**src/iep_defines.vh**
```
// Register map, reset values and timing constants of the interrupt enable and priority block
`ifndef IEP_DEFINES_VH
`define IEP_DEFINES_VH

// Printed offsets are not all multiples of four: each is an index, byte address = 4 * index
`define IEP_IDX_PRIO_BASE      8'hB8
`define IEP_IDX_ENABLE_EXT     8'hE6
`define IEP_IDX_PRIO_EXT       8'hF6
`define IEP_IDX_ENABLE_BASE    8'hA8
`define IEP_IDX_SERVICE        8'hC0

`define IEP_RST_PRIO_BASE      8'h80
`define IEP_RST_ENABLE_EXT     8'h00
`define IEP_RST_PRIO_EXT       8'h00
`define IEP_RST_ENABLE_BASE    8'h00

`define IEP_BIT_GLOBAL_EN      7
`define IEP_BIT_PRIO_BASE_TOP  7

// Service register command bits
`define IEP_SVC_ACK            0
`define IEP_SVC_RETURN         1

`define IEP_NUM_SRC            15
`define IEP_VEC_W              4
`define IEP_NO_SRC             4'hF

// Detect-to-call timing in cycles
`define IEP_DETECT_CYCLES      1
`define IEP_CALL_CYCLES        4

`define IEP_RESP_OKAY          2'b00
`define IEP_RESP_SLVERR        2'b10

`endif

```
**src/iep_irq_ctrl.v**
```verilog
// Interrupt enable masks, two-level priority and request arbitration with AXI4-Lite registers
// Summary of operation
// Base priority top bit reads one, ignores writes
// Base priority bit 6: SPI level
// Base priority bit 5: timer 2 level
// Base priority bit 4: UART level
// Base priority bit 3: timer 1 level
// Base priority bit 2: external interrupt 1 level
// Base priority bit 1: timer 0 level
// Base priority bit 0: external interrupt 0 level
// Extended enable bit 7 masks port match
// Extended enable bit 6 masks regulator dropout
// Extended enable bit 5 masks LIN
// Extended enable bit 4 masks comparator rise
// Extended enable bit 3 masks comparator fall
// Extended enable bit 2 masks counter array
// Extended enable bit 1 gates ADC done
// Extended enable bit 0 gates ADC window
// Extended priority bit 7: port match level
// Extended priority bit 6: regulator level
// Extended priority bit 5: LIN level
// Extended priority bits 4,3: comparator levels
// Extended priority bit 2: counter array level
// Extended priority bits 1,0: ADC levels
// Global enable overrides every individual mask
// Sample every cycle; detect then four-cycle call
// Equal/higher handler blocks until return plus one
// High preempts low; lower order number first
//
// Implementation choice: the AXI4-Lite interface to the registers.
`timescale 1ns/10ps
`default_nettype none
`include "iep_defines.vh"

module iep_irq_ctrl #(
    parameter integer CALL_CYCLES = `IEP_CALL_CYCLES
) (
    input  wire        mclk,
    input  wire        rst,
    input  wire [14:0] src_req,
    input  wire        cpu_insn_done,
    input  wire [31:0] s_axi_awaddr,
    input  wire        s_axi_awvalid,
    output reg         s_axi_awready,
    input  wire [31:0] s_axi_wdata,
    input  wire [3:0]  s_axi_wstrb,
    input  wire        s_axi_wvalid,
    output reg         s_axi_wready,
    output reg  [1:0]  s_axi_bresp,
    output reg         s_axi_bvalid,
    input  wire        s_axi_bready,
    input  wire [31:0] s_axi_araddr,
    input  wire        s_axi_arvalid,
    output reg         s_axi_arready,
    output reg  [31:0] s_axi_rdata,
    output reg  [1:0]  s_axi_rresp,
    output reg         s_axi_rvalid,
    input  wire        s_axi_rready,
    output reg         irq_call_r,
    output reg  [3:0]  irq_vector_r,
    output reg         irq_level_high_r,
    output reg  [1:0]  irq_active_r
);
    // Source index = fixed priority order number (0 highest):
    // 0 ext0, 1 tmr0, 2 ext1, 3 tmr1, 4 uart, 5 tmr2, 6 spi, 7 adc window,
    // 8 adc done, 9 counter array, 10 cmp fall, 11 cmp rise, 12 lin, 13 regulator, 14 port match

    localparam [3:0] ST_IDLE = 4'b0001;
    localparam [3:0] ST_CALL = 4'b0010;
    localparam [3:0] ST_RUN  = 4'b0100;
    localparam [3:0] ST_POST = 4'b1000;

    reg  [7:0]  prio_base_r;
    reg  [7:0]  enable_ext_r;
    reg  [7:0]  prio_ext_r;
    reg  [7:0]  enable_base_r;

    reg  [31:0] awaddr_r;
    reg         aw_held_r;
    reg  [31:0] wdata_r;
    reg  [3:0]  wstrb_r;
    reg         w_held_r;

    reg  [3:0]  state_r;
    reg  [3:0]  state_nxt;
    reg  [2:0]  call_cnt_r;
    reg  [14:0] req_s_r;
    reg  [1:0]  act_stack_r;
    reg  [3:0]  vec_pend_r;
    reg         lvl_pend_r;
    reg         svc_return;

    wire [14:0] src_en;
    wire [14:0] src_hi;
    wire [14:0] pend;
    wire [14:0] pend_hi;
    wire [14:0] pend_lo;
    wire [3:0]  pick_hi;
    wire [3:0]  pick_lo;
    wire        want_hi;
    wire        want_lo;

    function [7:0] iep_idx;
        input [31:0] addr;
        begin
            iep_idx = addr[9:2];
        end
    endfunction

    function [3:0] iep_first;
        input [14:0] v;
        integer k;
        begin
            iep_first = `IEP_NO_SRC;
            for (k = `IEP_NUM_SRC - 1; k >= 0; k = k - 1) begin
                if (v[k]) begin
                    iep_first = k[3:0];
                end
            end
        end
    endfunction

    function iep_mapped;
        input [7:0] idx;
        begin
            iep_mapped = (idx == `IEP_IDX_PRIO_BASE) || (idx == `IEP_IDX_ENABLE_EXT)
                      || (idx == `IEP_IDX_PRIO_EXT) || (idx == `IEP_IDX_ENABLE_BASE)
                      || (idx == `IEP_IDX_SERVICE);
        end
    endfunction

    // Base sources 0..6 take the base enable bits in order; extended 7..14 take ext bits
    assign src_en = {enable_ext_r[7], enable_ext_r[6], enable_ext_r[5], enable_ext_r[4],
                     enable_ext_r[3], enable_ext_r[2], enable_ext_r[1], enable_ext_r[0],
                     enable_base_r[6], enable_base_r[5], enable_base_r[4], enable_base_r[3],
                     enable_base_r[2], enable_base_r[1], enable_base_r[0]};
    assign src_hi = {prio_ext_r[7], prio_ext_r[6], prio_ext_r[5],
                     prio_ext_r[4], prio_ext_r[3], prio_ext_r[2],
                     prio_ext_r[1], prio_ext_r[0],
                     prio_base_r[6], prio_base_r[5], prio_base_r[4], prio_base_r[3],
                     prio_base_r[2], prio_base_r[1], prio_base_r[0]};

    assign pend    = req_s_r & src_en & {15{enable_base_r[`IEP_BIT_GLOBAL_EN]}};
    assign pend_hi = pend & src_hi;
    assign pend_lo = pend & ~src_hi;
    assign pick_hi = iep_first(pend_hi);
    assign pick_lo = iep_first(pend_lo);
    // High may interrupt anything but a high handler; low only when nothing runs
    assign want_hi = (|pend_hi) && !act_stack_r[1];
    assign want_lo = (|pend_lo) && (act_stack_r == 2'b00);

    // Request lines come from logic on this clock and are sampled each cycle
    always @(posedge mclk or posedge rst) begin
        if (rst) begin
            req_s_r <= 15'h0000;
        end else begin
            req_s_r <= src_req;
        end
    end

    always @* begin
        state_nxt = state_r;
        case (state_r)
            ST_IDLE: begin
                if (want_hi || want_lo) begin
                    state_nxt = ST_CALL;
                end
            end
            ST_CALL: begin
                if (call_cnt_r == 3'd1) begin
                    state_nxt = ST_RUN;
                end
            end
            ST_RUN: begin
                if (svc_return) begin
                    state_nxt = ST_POST;
                end else if (want_hi) begin
                    state_nxt = ST_CALL;
                end
            end
            ST_POST: begin
                if (cpu_insn_done) begin
                    state_nxt = (act_stack_r == 2'b00) ? ST_IDLE : ST_RUN;
                end
            end
            default: begin
                state_nxt = ST_IDLE;
            end
        endcase
    end

    always @(posedge mclk or posedge rst) begin
        if (rst) begin
            state_r          <= ST_IDLE;
            call_cnt_r       <= 3'd0;
            act_stack_r      <= 2'b00;
            vec_pend_r       <= `IEP_NO_SRC;
            lvl_pend_r       <= 1'b0;
            irq_call_r       <= 1'b0;
            irq_vector_r     <= `IEP_NO_SRC;
            irq_level_high_r <= 1'b0;
            irq_active_r     <= 2'b00;
        end else begin
            state_r    <= state_nxt;
            irq_call_r <= 1'b0;
            if (state_nxt == ST_CALL && state_r != ST_CALL) begin
                // Latch the winner at detection so a late arrival cannot change the vector
                vec_pend_r <= want_hi ? pick_hi : pick_lo;
                lvl_pend_r <= want_hi;
                call_cnt_r <= CALL_CYCLES[2:0];
            end else if (state_r == ST_CALL) begin
                call_cnt_r <= call_cnt_r - 3'd1;
            end
            if (state_r == ST_CALL && call_cnt_r == 3'd1) begin
                irq_call_r       <= 1'b1;
                irq_vector_r     <= vec_pend_r;
                irq_level_high_r <= lvl_pend_r;
                if (lvl_pend_r) begin
                    act_stack_r[1] <= 1'b1;
                end else begin
                    act_stack_r[0] <= 1'b1;
                end
            end else if (state_r == ST_RUN && svc_return) begin
                // Return ends the highest running level
                if (act_stack_r[1]) begin
                    act_stack_r[1] <= 1'b0;
                end else begin
                    act_stack_r[0] <= 1'b0;
                end
            end
            irq_active_r <= act_stack_r;
        end
    end

    // AXI4-Lite write: address and data accepted in either order, response after both
    always @(posedge mclk or posedge rst) begin
        if (rst) begin
            s_axi_awready <= 1'b0;
            s_axi_wready  <= 1'b0;
            s_axi_bvalid  <= 1'b0;
            s_axi_bresp   <= `IEP_RESP_OKAY;
            aw_held_r     <= 1'b0;
            w_held_r      <= 1'b0;
            awaddr_r      <= 32'h00000000;
            wdata_r       <= 32'h00000000;
            wstrb_r       <= 4'h0;
            prio_base_r   <= `IEP_RST_PRIO_BASE;
            enable_ext_r  <= `IEP_RST_ENABLE_EXT;
            prio_ext_r    <= `IEP_RST_PRIO_EXT;
            enable_base_r <= `IEP_RST_ENABLE_BASE;
            svc_return    <= 1'b0;
        end else begin
            s_axi_awready <= 1'b0;
            s_axi_wready  <= 1'b0;
            svc_return    <= 1'b0;
            if (s_axi_awvalid && !aw_held_r && !s_axi_awready && !s_axi_bvalid) begin
                s_axi_awready <= 1'b1;
                awaddr_r      <= s_axi_awaddr;
                aw_held_r     <= 1'b1;
            end
            if (s_axi_wvalid && !w_held_r && !s_axi_wready && !s_axi_bvalid) begin
                s_axi_wready <= 1'b1;
                wdata_r      <= s_axi_wdata;
                wstrb_r      <= s_axi_wstrb;
                w_held_r     <= 1'b1;
            end
            if (aw_held_r && w_held_r && !s_axi_bvalid) begin
                aw_held_r    <= 1'b0;
                w_held_r     <= 1'b0;
                s_axi_bvalid <= 1'b1;
                s_axi_bresp  <= iep_mapped(iep_idx(awaddr_r)) ? `IEP_RESP_OKAY
                                                               : `IEP_RESP_SLVERR;
                if (wstrb_r[0]) begin
                    case (iep_idx(awaddr_r))
                        `IEP_IDX_PRIO_BASE: begin
                            prio_base_r <= {1'b1, wdata_r[6:0]};
                        end
                        `IEP_IDX_ENABLE_EXT: begin
                            enable_ext_r <= wdata_r[7:0];
                        end
                        `IEP_IDX_PRIO_EXT: begin
                            prio_ext_r <= wdata_r[7:0];
                        end
                        `IEP_IDX_ENABLE_BASE: begin
                            enable_base_r <= wdata_r[7:0];
                        end
                        `IEP_IDX_SERVICE: begin
                            svc_return <= wdata_r[`IEP_SVC_RETURN];
                        end
                        default: begin
                            svc_return <= 1'b0;
                        end
                    endcase
                end
            end
            if (s_axi_bvalid && s_axi_bready) begin
                s_axi_bvalid <= 1'b0;
            end
        end
    end

    // AXI4-Lite read: data offered the cycle after the address handshake completes
    always @(posedge mclk or posedge rst) begin
        if (rst) begin
            s_axi_arready <= 1'b0;
            s_axi_rvalid  <= 1'b0;
            s_axi_rdata   <= 32'h00000000;
            s_axi_rresp   <= `IEP_RESP_OKAY;
        end else begin
            s_axi_arready <= 1'b0;
            if (s_axi_arvalid && !s_axi_arready && !s_axi_rvalid) begin
                s_axi_arready <= 1'b1;
                s_axi_rresp   <= iep_mapped(iep_idx(s_axi_araddr)) ? `IEP_RESP_OKAY
                                                                    : `IEP_RESP_SLVERR;
                case (iep_idx(s_axi_araddr))
                    `IEP_IDX_PRIO_BASE: begin
                        s_axi_rdata <= {24'h000000, 1'b1, prio_base_r[6:0]};
                    end
                    `IEP_IDX_ENABLE_EXT: begin
                        s_axi_rdata <= {24'h000000, enable_ext_r};
                    end
                    `IEP_IDX_PRIO_EXT: begin
                        s_axi_rdata <= {24'h000000, prio_ext_r};
                    end
                    `IEP_IDX_ENABLE_BASE: begin
                        s_axi_rdata <= {24'h000000, enable_base_r};
                    end
                    `IEP_IDX_SERVICE: begin
                        s_axi_rdata <= {20'h00000, state_r, irq_vector_r, 2'b00, act_stack_r};
                    end
                    default: begin
                        s_axi_rdata <= 32'h00000000;
                    end
                endcase
            end
            // Raising rvalid with arready would answer before the address is taken
            if (s_axi_arready) begin
                s_axi_rvalid <= 1'b1;
            end
            if (s_axi_rvalid && s_axi_rready) begin
                s_axi_rvalid <= 1'b0;
            end
        end
    end
endmodule
`default_nettype wire

```
**config.mk**
```make
export PLATFORM = sky130hd
export DESIGN_NAME = iep_irq_ctrl
export DESIGN_NICKNAME = d
export VERILOG_FILES = /design/src/iep_irq_ctrl.v
export VERILOG_INCLUDE_DIRS = /design/src
export SDC_FILE = /design/constraint.sdc
export NUM_CORES = 1
export LEC_CHECK = 0
export ABC_CLOCK_PERIOD_IN_PS = 4300
export BUFFER_PORTS_ARGS = -buffer_cell sky130_fd_sc_hd__buf_2
export CAP_MARGIN = 20
export CORE_MARGIN = 4
export CORE_UTILIZATION = 45
export CTS_BUF_LIST = sky130_fd_sc_hd__clkbuf_4 sky130_fd_sc_hd__clkbuf_8
export DETAILED_ROUTE_END_ITERATION = 6
export PLACE_DENSITY = 0.84
export SYNTH_ARGS = -nofsm -noshare
export SYNTH_HDL_FRONTEND = slang
export SYNTH_SLANG_ARGS = --single-unit
```
**constraint.sdc**
```tcl
create_clock -name mclk -period 4.3 [get_ports mclk]
set_input_delay 0.86 -clock mclk [delete_from_list [all_inputs] [get_ports mclk]]
set_output_delay 0.86 -clock mclk [all_outputs]
set_load 0.01 [all_outputs]
```
Word-level counts from Yosys, hierarchy flattened --
Cells that the tools add are included. Widths: inputs -> output; s select.
Storage, ports and cells: output and inout bits 49, register bits after elaboration 131
Cells by class: muxes and demuxes 63, reductions and logical operators 49, add/subtract/negate cells 1, equal/unequal tests 20, bitwise operators 5
Operators with widths (count):
- $mux 4 | 34
- $eq 8x8->1 const B | 10
- $and 15x15->15 | 4
- $pmux 12 s5 | 1
- $reduce_or 15->1 | 2
- $mux 1 | 20
- $logic_and 1x1->1 | 17
- $pmux 4 s4 | 1
- $not 15->15 | 1
- $reduce_and 3->1 | 5
- $reduce_bool 2->1 | 6
- $logic_or 1x1->1 | 9
- $mux 3 | 3
- $eq 4x2->1 const B | 2
- $logic_not 1->1 | 8
- $mux 2 | 4
- $eq 4x1->1 const B | 1
- $eq 4x3->1 const B | 1
- $eq 4x4->1 const B | 1
- $ne 2x2->1 const B | 2
- $ne 4x2->1 const B | 1
- $eq 3x1->1 const B | 1
- $sub 3x1->3 const B | 1
- $logic_not 2->1 | 1
- 2 further kinds | 2

Longest topological paths before layout --
depth in word-level cells 19, depth in mapped cells 10

Worst setup path before layout --
OpenSTA, ideal clock, no wires.
path type in2reg, start in s_axi_araddr[2], end reg s_axi_rdata[4], stages on the path 6, data arrival time 2.331 ns, path slack 1.887 ns, cells stage by stage nand2b_1 > or3_1 > or3b_2 > nor2_2 > a222oi_1 > a31oi_1
On the way: word-level cells in the longest chain between the ends 2
Ends and longest elaborated chain:
- start, declared | line iep_irq_ctrl.v:52 | input wire [31:0] s_axi_araddr,
- $eq 8x8->1 | line iep_irq_ctrl.v:315 | case (iep_idx(s_axi_araddr))
- $pmux 12 s5 (*) | line iep_irq_ctrl.v:315
- end signal, assigned | line iep_irq_ctrl.v:317 | s_axi_rdata <= {24'h000000, 1'b1, prio_base_r[6:0]};
- end signal, assigned | line iep_irq_ctrl.v:320 | s_axi_rdata <= {24'h000000, enable_ext_r};
- end signal, assigned | line iep_irq_ctrl.v:323 | s_axi_rdata <= {24'h000000, prio_ext_r};
- end, declared | line iep_irq_ctrl.v:55 | output reg [31:0] s_axi_rdata,
Every way passes the cells marked *; elsewhere a longest branch is shown, timed or not. A chain may end at the register's enable or synchronous reset.

Worst setup path after layout --
start reg enable_base_r[7], end reg vec_pend_r[1]
On the way: word-level cells in the longest chain between the ends 17
Ends and longest elaborated chain:
- start, declared | line iep_irq_ctrl.v:76 | reg [7:0] enable_base_r;
- start signal, assigned | line iep_irq_ctrl.v:250 | enable_base_r <= `IEP_RST_ENABLE_BASE;
- start signal, assigned | line iep_irq_ctrl.v:285 | enable_base_r <= wdata_r[7:0];
- $and 15x15->15 (*) | line iep_irq_ctrl.v:143 | assign pend = req_s_r & src_en & {15{enable_base_r[`IEP_BIT_GLOBAL_EN]}};
- $and 15x15->15, on equally long branches | line iep_irq_ctrl.v:145, iep_irq_ctrl.v:144
- $mux 4 (14 in a row) | line iep_irq_ctrl.v:116 | if (v[k]) begin
- $mux 4 | line iep_irq_ctrl.v:208 | vec_pend_r <= want_hi ? pick_hi : pick_lo;
- end signal, assigned | line iep_irq_ctrl.v:197 | vec_pend_r <= `IEP_NO_SRC;
- end signal, assigned | line iep_irq_ctrl.v:208
- end, declared | line iep_irq_ctrl.v:89 | reg [3:0] vec_pend_r;
Marks and branches as above.

==> results.yml <==
status:
  status: "finished clean"
yosys:
  synth_fa_ha_area_frac: 0.00499
  synth_area_per_cell_um2: 11.4
  yosys-top-cells-area: "dfrtp_1 (49%), mux2_2 (11%), dfstp_2 (4.7%)"
  async_flop_share: 1.00
  synth.yosys.seq_area_share: 0.536
  yosysMostFrequentCell: "dfrtp_1"
  synth_compound_area_frac: 0.0990
  synth_top_family_by_area: "simple AND/OR/NAND/NOR gates"
  synth-seq-cells: 107
  yosysWarnings: 0
  synth.distinct_cells: 57
  synth-simple-area-share: 0.192
  synth_xor_area_frac: 0.00175
  synth_edf_count: 0
  synth_common_cells: "dfrtp_1 (98), nand2_1 (52), mux2_2 (48), nor2_1 (24), buf_4 (23)"
  syn_inst: 440
  yosys.area.top_type: "dfrtp_1"
  synth_top_area_frac: 0.489
  synthMuxAreaShare: 0.110
  synth_area_um2: 5020
  synth-main-ff-cell: "dfrtp_1"
cts:
  cts_sinks: 107
  cts-root-buf: "clkbuf_8"
  path_clk_slew_ns: 0.10
  h-tree-depth: 3
  hold_buffers: 0
  postCtsSetupBuffers: 0
  insertion_delay_ns: 0.37
  cts_made_buffers: 9
  cts.repair.resized: 0
  cts_tree: "done"
  clock_path_buffers: 2
power:
  p_leak_nw: 2.74
  p_int_mw: 1.64
  sw_frac_of_total: 0.295
  peakVddDrop_v: 0.000366
  clkPwrFrac: 0.264
  p_sw_mw: 0.688
  power_frac_seq: 0.568
  power_density_nw_per_um2: 411
  power_frac_comb: 0.168
global_routing:
  grt_pass1_vias: 3712
  grt_pass1_wl_mm: 18.4
  overflow: 0
  grt_use_total: 0.178
  antenna_found_initial: 0
  grt_max_degree: 74
timing:
  clock_skew_ns: 0.0112
  max_freq_mhz: 366
  timing.final.crit_share: 0.636
  grt_setup_unrepaired: "false"
  drv_slew: 0
  timing.slew.headroom: 0.334
  tightest_slew_ns: 0.997
  finalSetupTns_ns: 0
  fin_crit_ns: 2.74
  setup_violations: 0
  final_hold_viol_count: 0
  hold-worst-slack_ns: 0.448
worst_setup_path:
  required_ns: 4.59
  end_kind: "flop"
  path_class: "flop to flop"
  rr_endpoint: "vec_pend_r[1]"
  ff2ff_setup_slack_ns: 1.56
  cp_max_fo: 32
  critPathLaunch: "enable_base_r[7]"
  crit_arrival_ns: 3.03
  critPathLaunchType: "flop"
  r2r_start: "enable_base_r[7]"
  ff2ff_path_depth: 7
cells_and_area:
  drive_gt1_frac: 0.329
  fin_cells: 663
  antenna_cells: 0
  area_growth_pct: 13.1
  nets: 643
worst_hold_path:
  hold_class: "flop to flop"
  worstHoldStart: "act_stack_r[0]"
  hold_depth: 0
  holdPathEnd: "irq_active_r[0]"
drt:
  drc: 0
  dr.pass1.iters: 5
  drt_iter0_markers: 319
  vias_per_cell: 5.62
  routed-via-count: 3725
  antenna_left: 0
  wl_mm: 11.2
  wl_per_cell_um: 17.0
job:
  maxCapViolCount: 0
floorplanning:
  die_x_um: 114
  start_util: 0.461
  die_area_um2: 12900
  die_h_um: 114
  rows: 38
  pin_count: 172
  core_area_um2: 10900
placement:
  dpl.hpwl_mm: 8.41
  place.gp.congestion: 0.929
  placedCellCount: 646
  io_buffers: 74
[through the flow]
step	worst slack [ns]	total power, mW	instance area (um^2)	util
detailed placement	1.23	1.74	5450	0.500
finish	1.56	2.33	5670	0.521
global placement	1.33	1.70	5450	0.500
global route	1.36	2.46	5670	0.521
floorplan	0.638	1.59	5090	-
CTS	1.19	2.35	5650	0.519
[per-layer routing]
metal,up-vias,global-route usage,share of wire
met2,161,0.275,0.46
met4,0,0.0545,0.013
li1,1725,-,-
met5,-,0,0
met3,16,0.0414,0.077
met1,1823,0.252,0.45
[cell families (layout without fill, tap and decap cells)]
logic type / count (synthesis) / in the layout
fa+ha+maj: 2 / 2
other cells: 1 / 22
xor+xnor: 1 / 1
flops: 107 / 107
buf+inv: 45 / 107
mux: 49 / 49
compound gates: 69 / 69
simple gates: 166 / 166
[state kept, by name, indices dropped and copies added, names as in the netlist, 2 cells and up]
register / count
wdata_r: 8
vec_pend_r: 4
enable_base_r: 8
state_r: 4
prio_ext_r: 8
act_stack_r: 2
call_cnt_r: 3
irq_vector_r: 4
enable_ext_r: 8
prio_base_r: 7
req_s_r: 15
irq_active_r: 2
awaddr_r: 8
s_axi_rdata: 12
[worst max-delay path: stages (launching register included)]
cell	delay, ns
dfrtp_1	0.44
buf_16	0.20
nand4_1	0.23
nand4_2	0.19
o41ai_4	0.61
nor4b_1	0.13
o21ai_2	0.47
mux2_2	0.39
[power by group through the flow]
stage                     sequential [mW]  combinational, mW  clock (mW)
final                                1.32              0.390       0.615
after detailed placement             1.35              0.387           0
after global placement               1.33              0.369           0
after floorplan                      1.31              0.284           0
after CTS                            1.33              0.387       0.630
after global routing                 1.35              0.435       0.676
[worst max path at each step]
stage	slack, ns	endpoint	cells past startpoint
2_1_floorplan	0.64	act_stack_r[0]	1
3_3_place_gp	1.33	vec_pend_r[1]	6
3_5_place_dp	1.23	vec_pend_r[1]	6
4_1_cts	1.19	vec_pend_r[1]	6
5_1_grt	1.36	vec_pend_r[1]	7
6_report	1.56	vec_pend_r[1]	7
[area by class of cell]
cell class	count	area, um^2
fillers	965	5210
clock buffers	9	124
repair buffers	78	420
multi-input cells	309	2140
clock inverters	7	73.8
inverters	13	51.3
flip-flops and latches	107	2690
well taps	140	175
[placed cells by master, fill, tap and decap left out, types with 10 or more instances in the layout]
master	netlist	routed
a21oi_1	12	12
a22oi_1	10	10
buf_2	0	74
conb_1	1	22
dfrtp_1	98	98
inv_1	13	12
mux2_2	48	48
nand2_1	52	52
nand3_1	17	17
nand4_1	15	15
nand4b_1	15	15
nor2_1	24	24
Power figures use the tool's default switching activity.
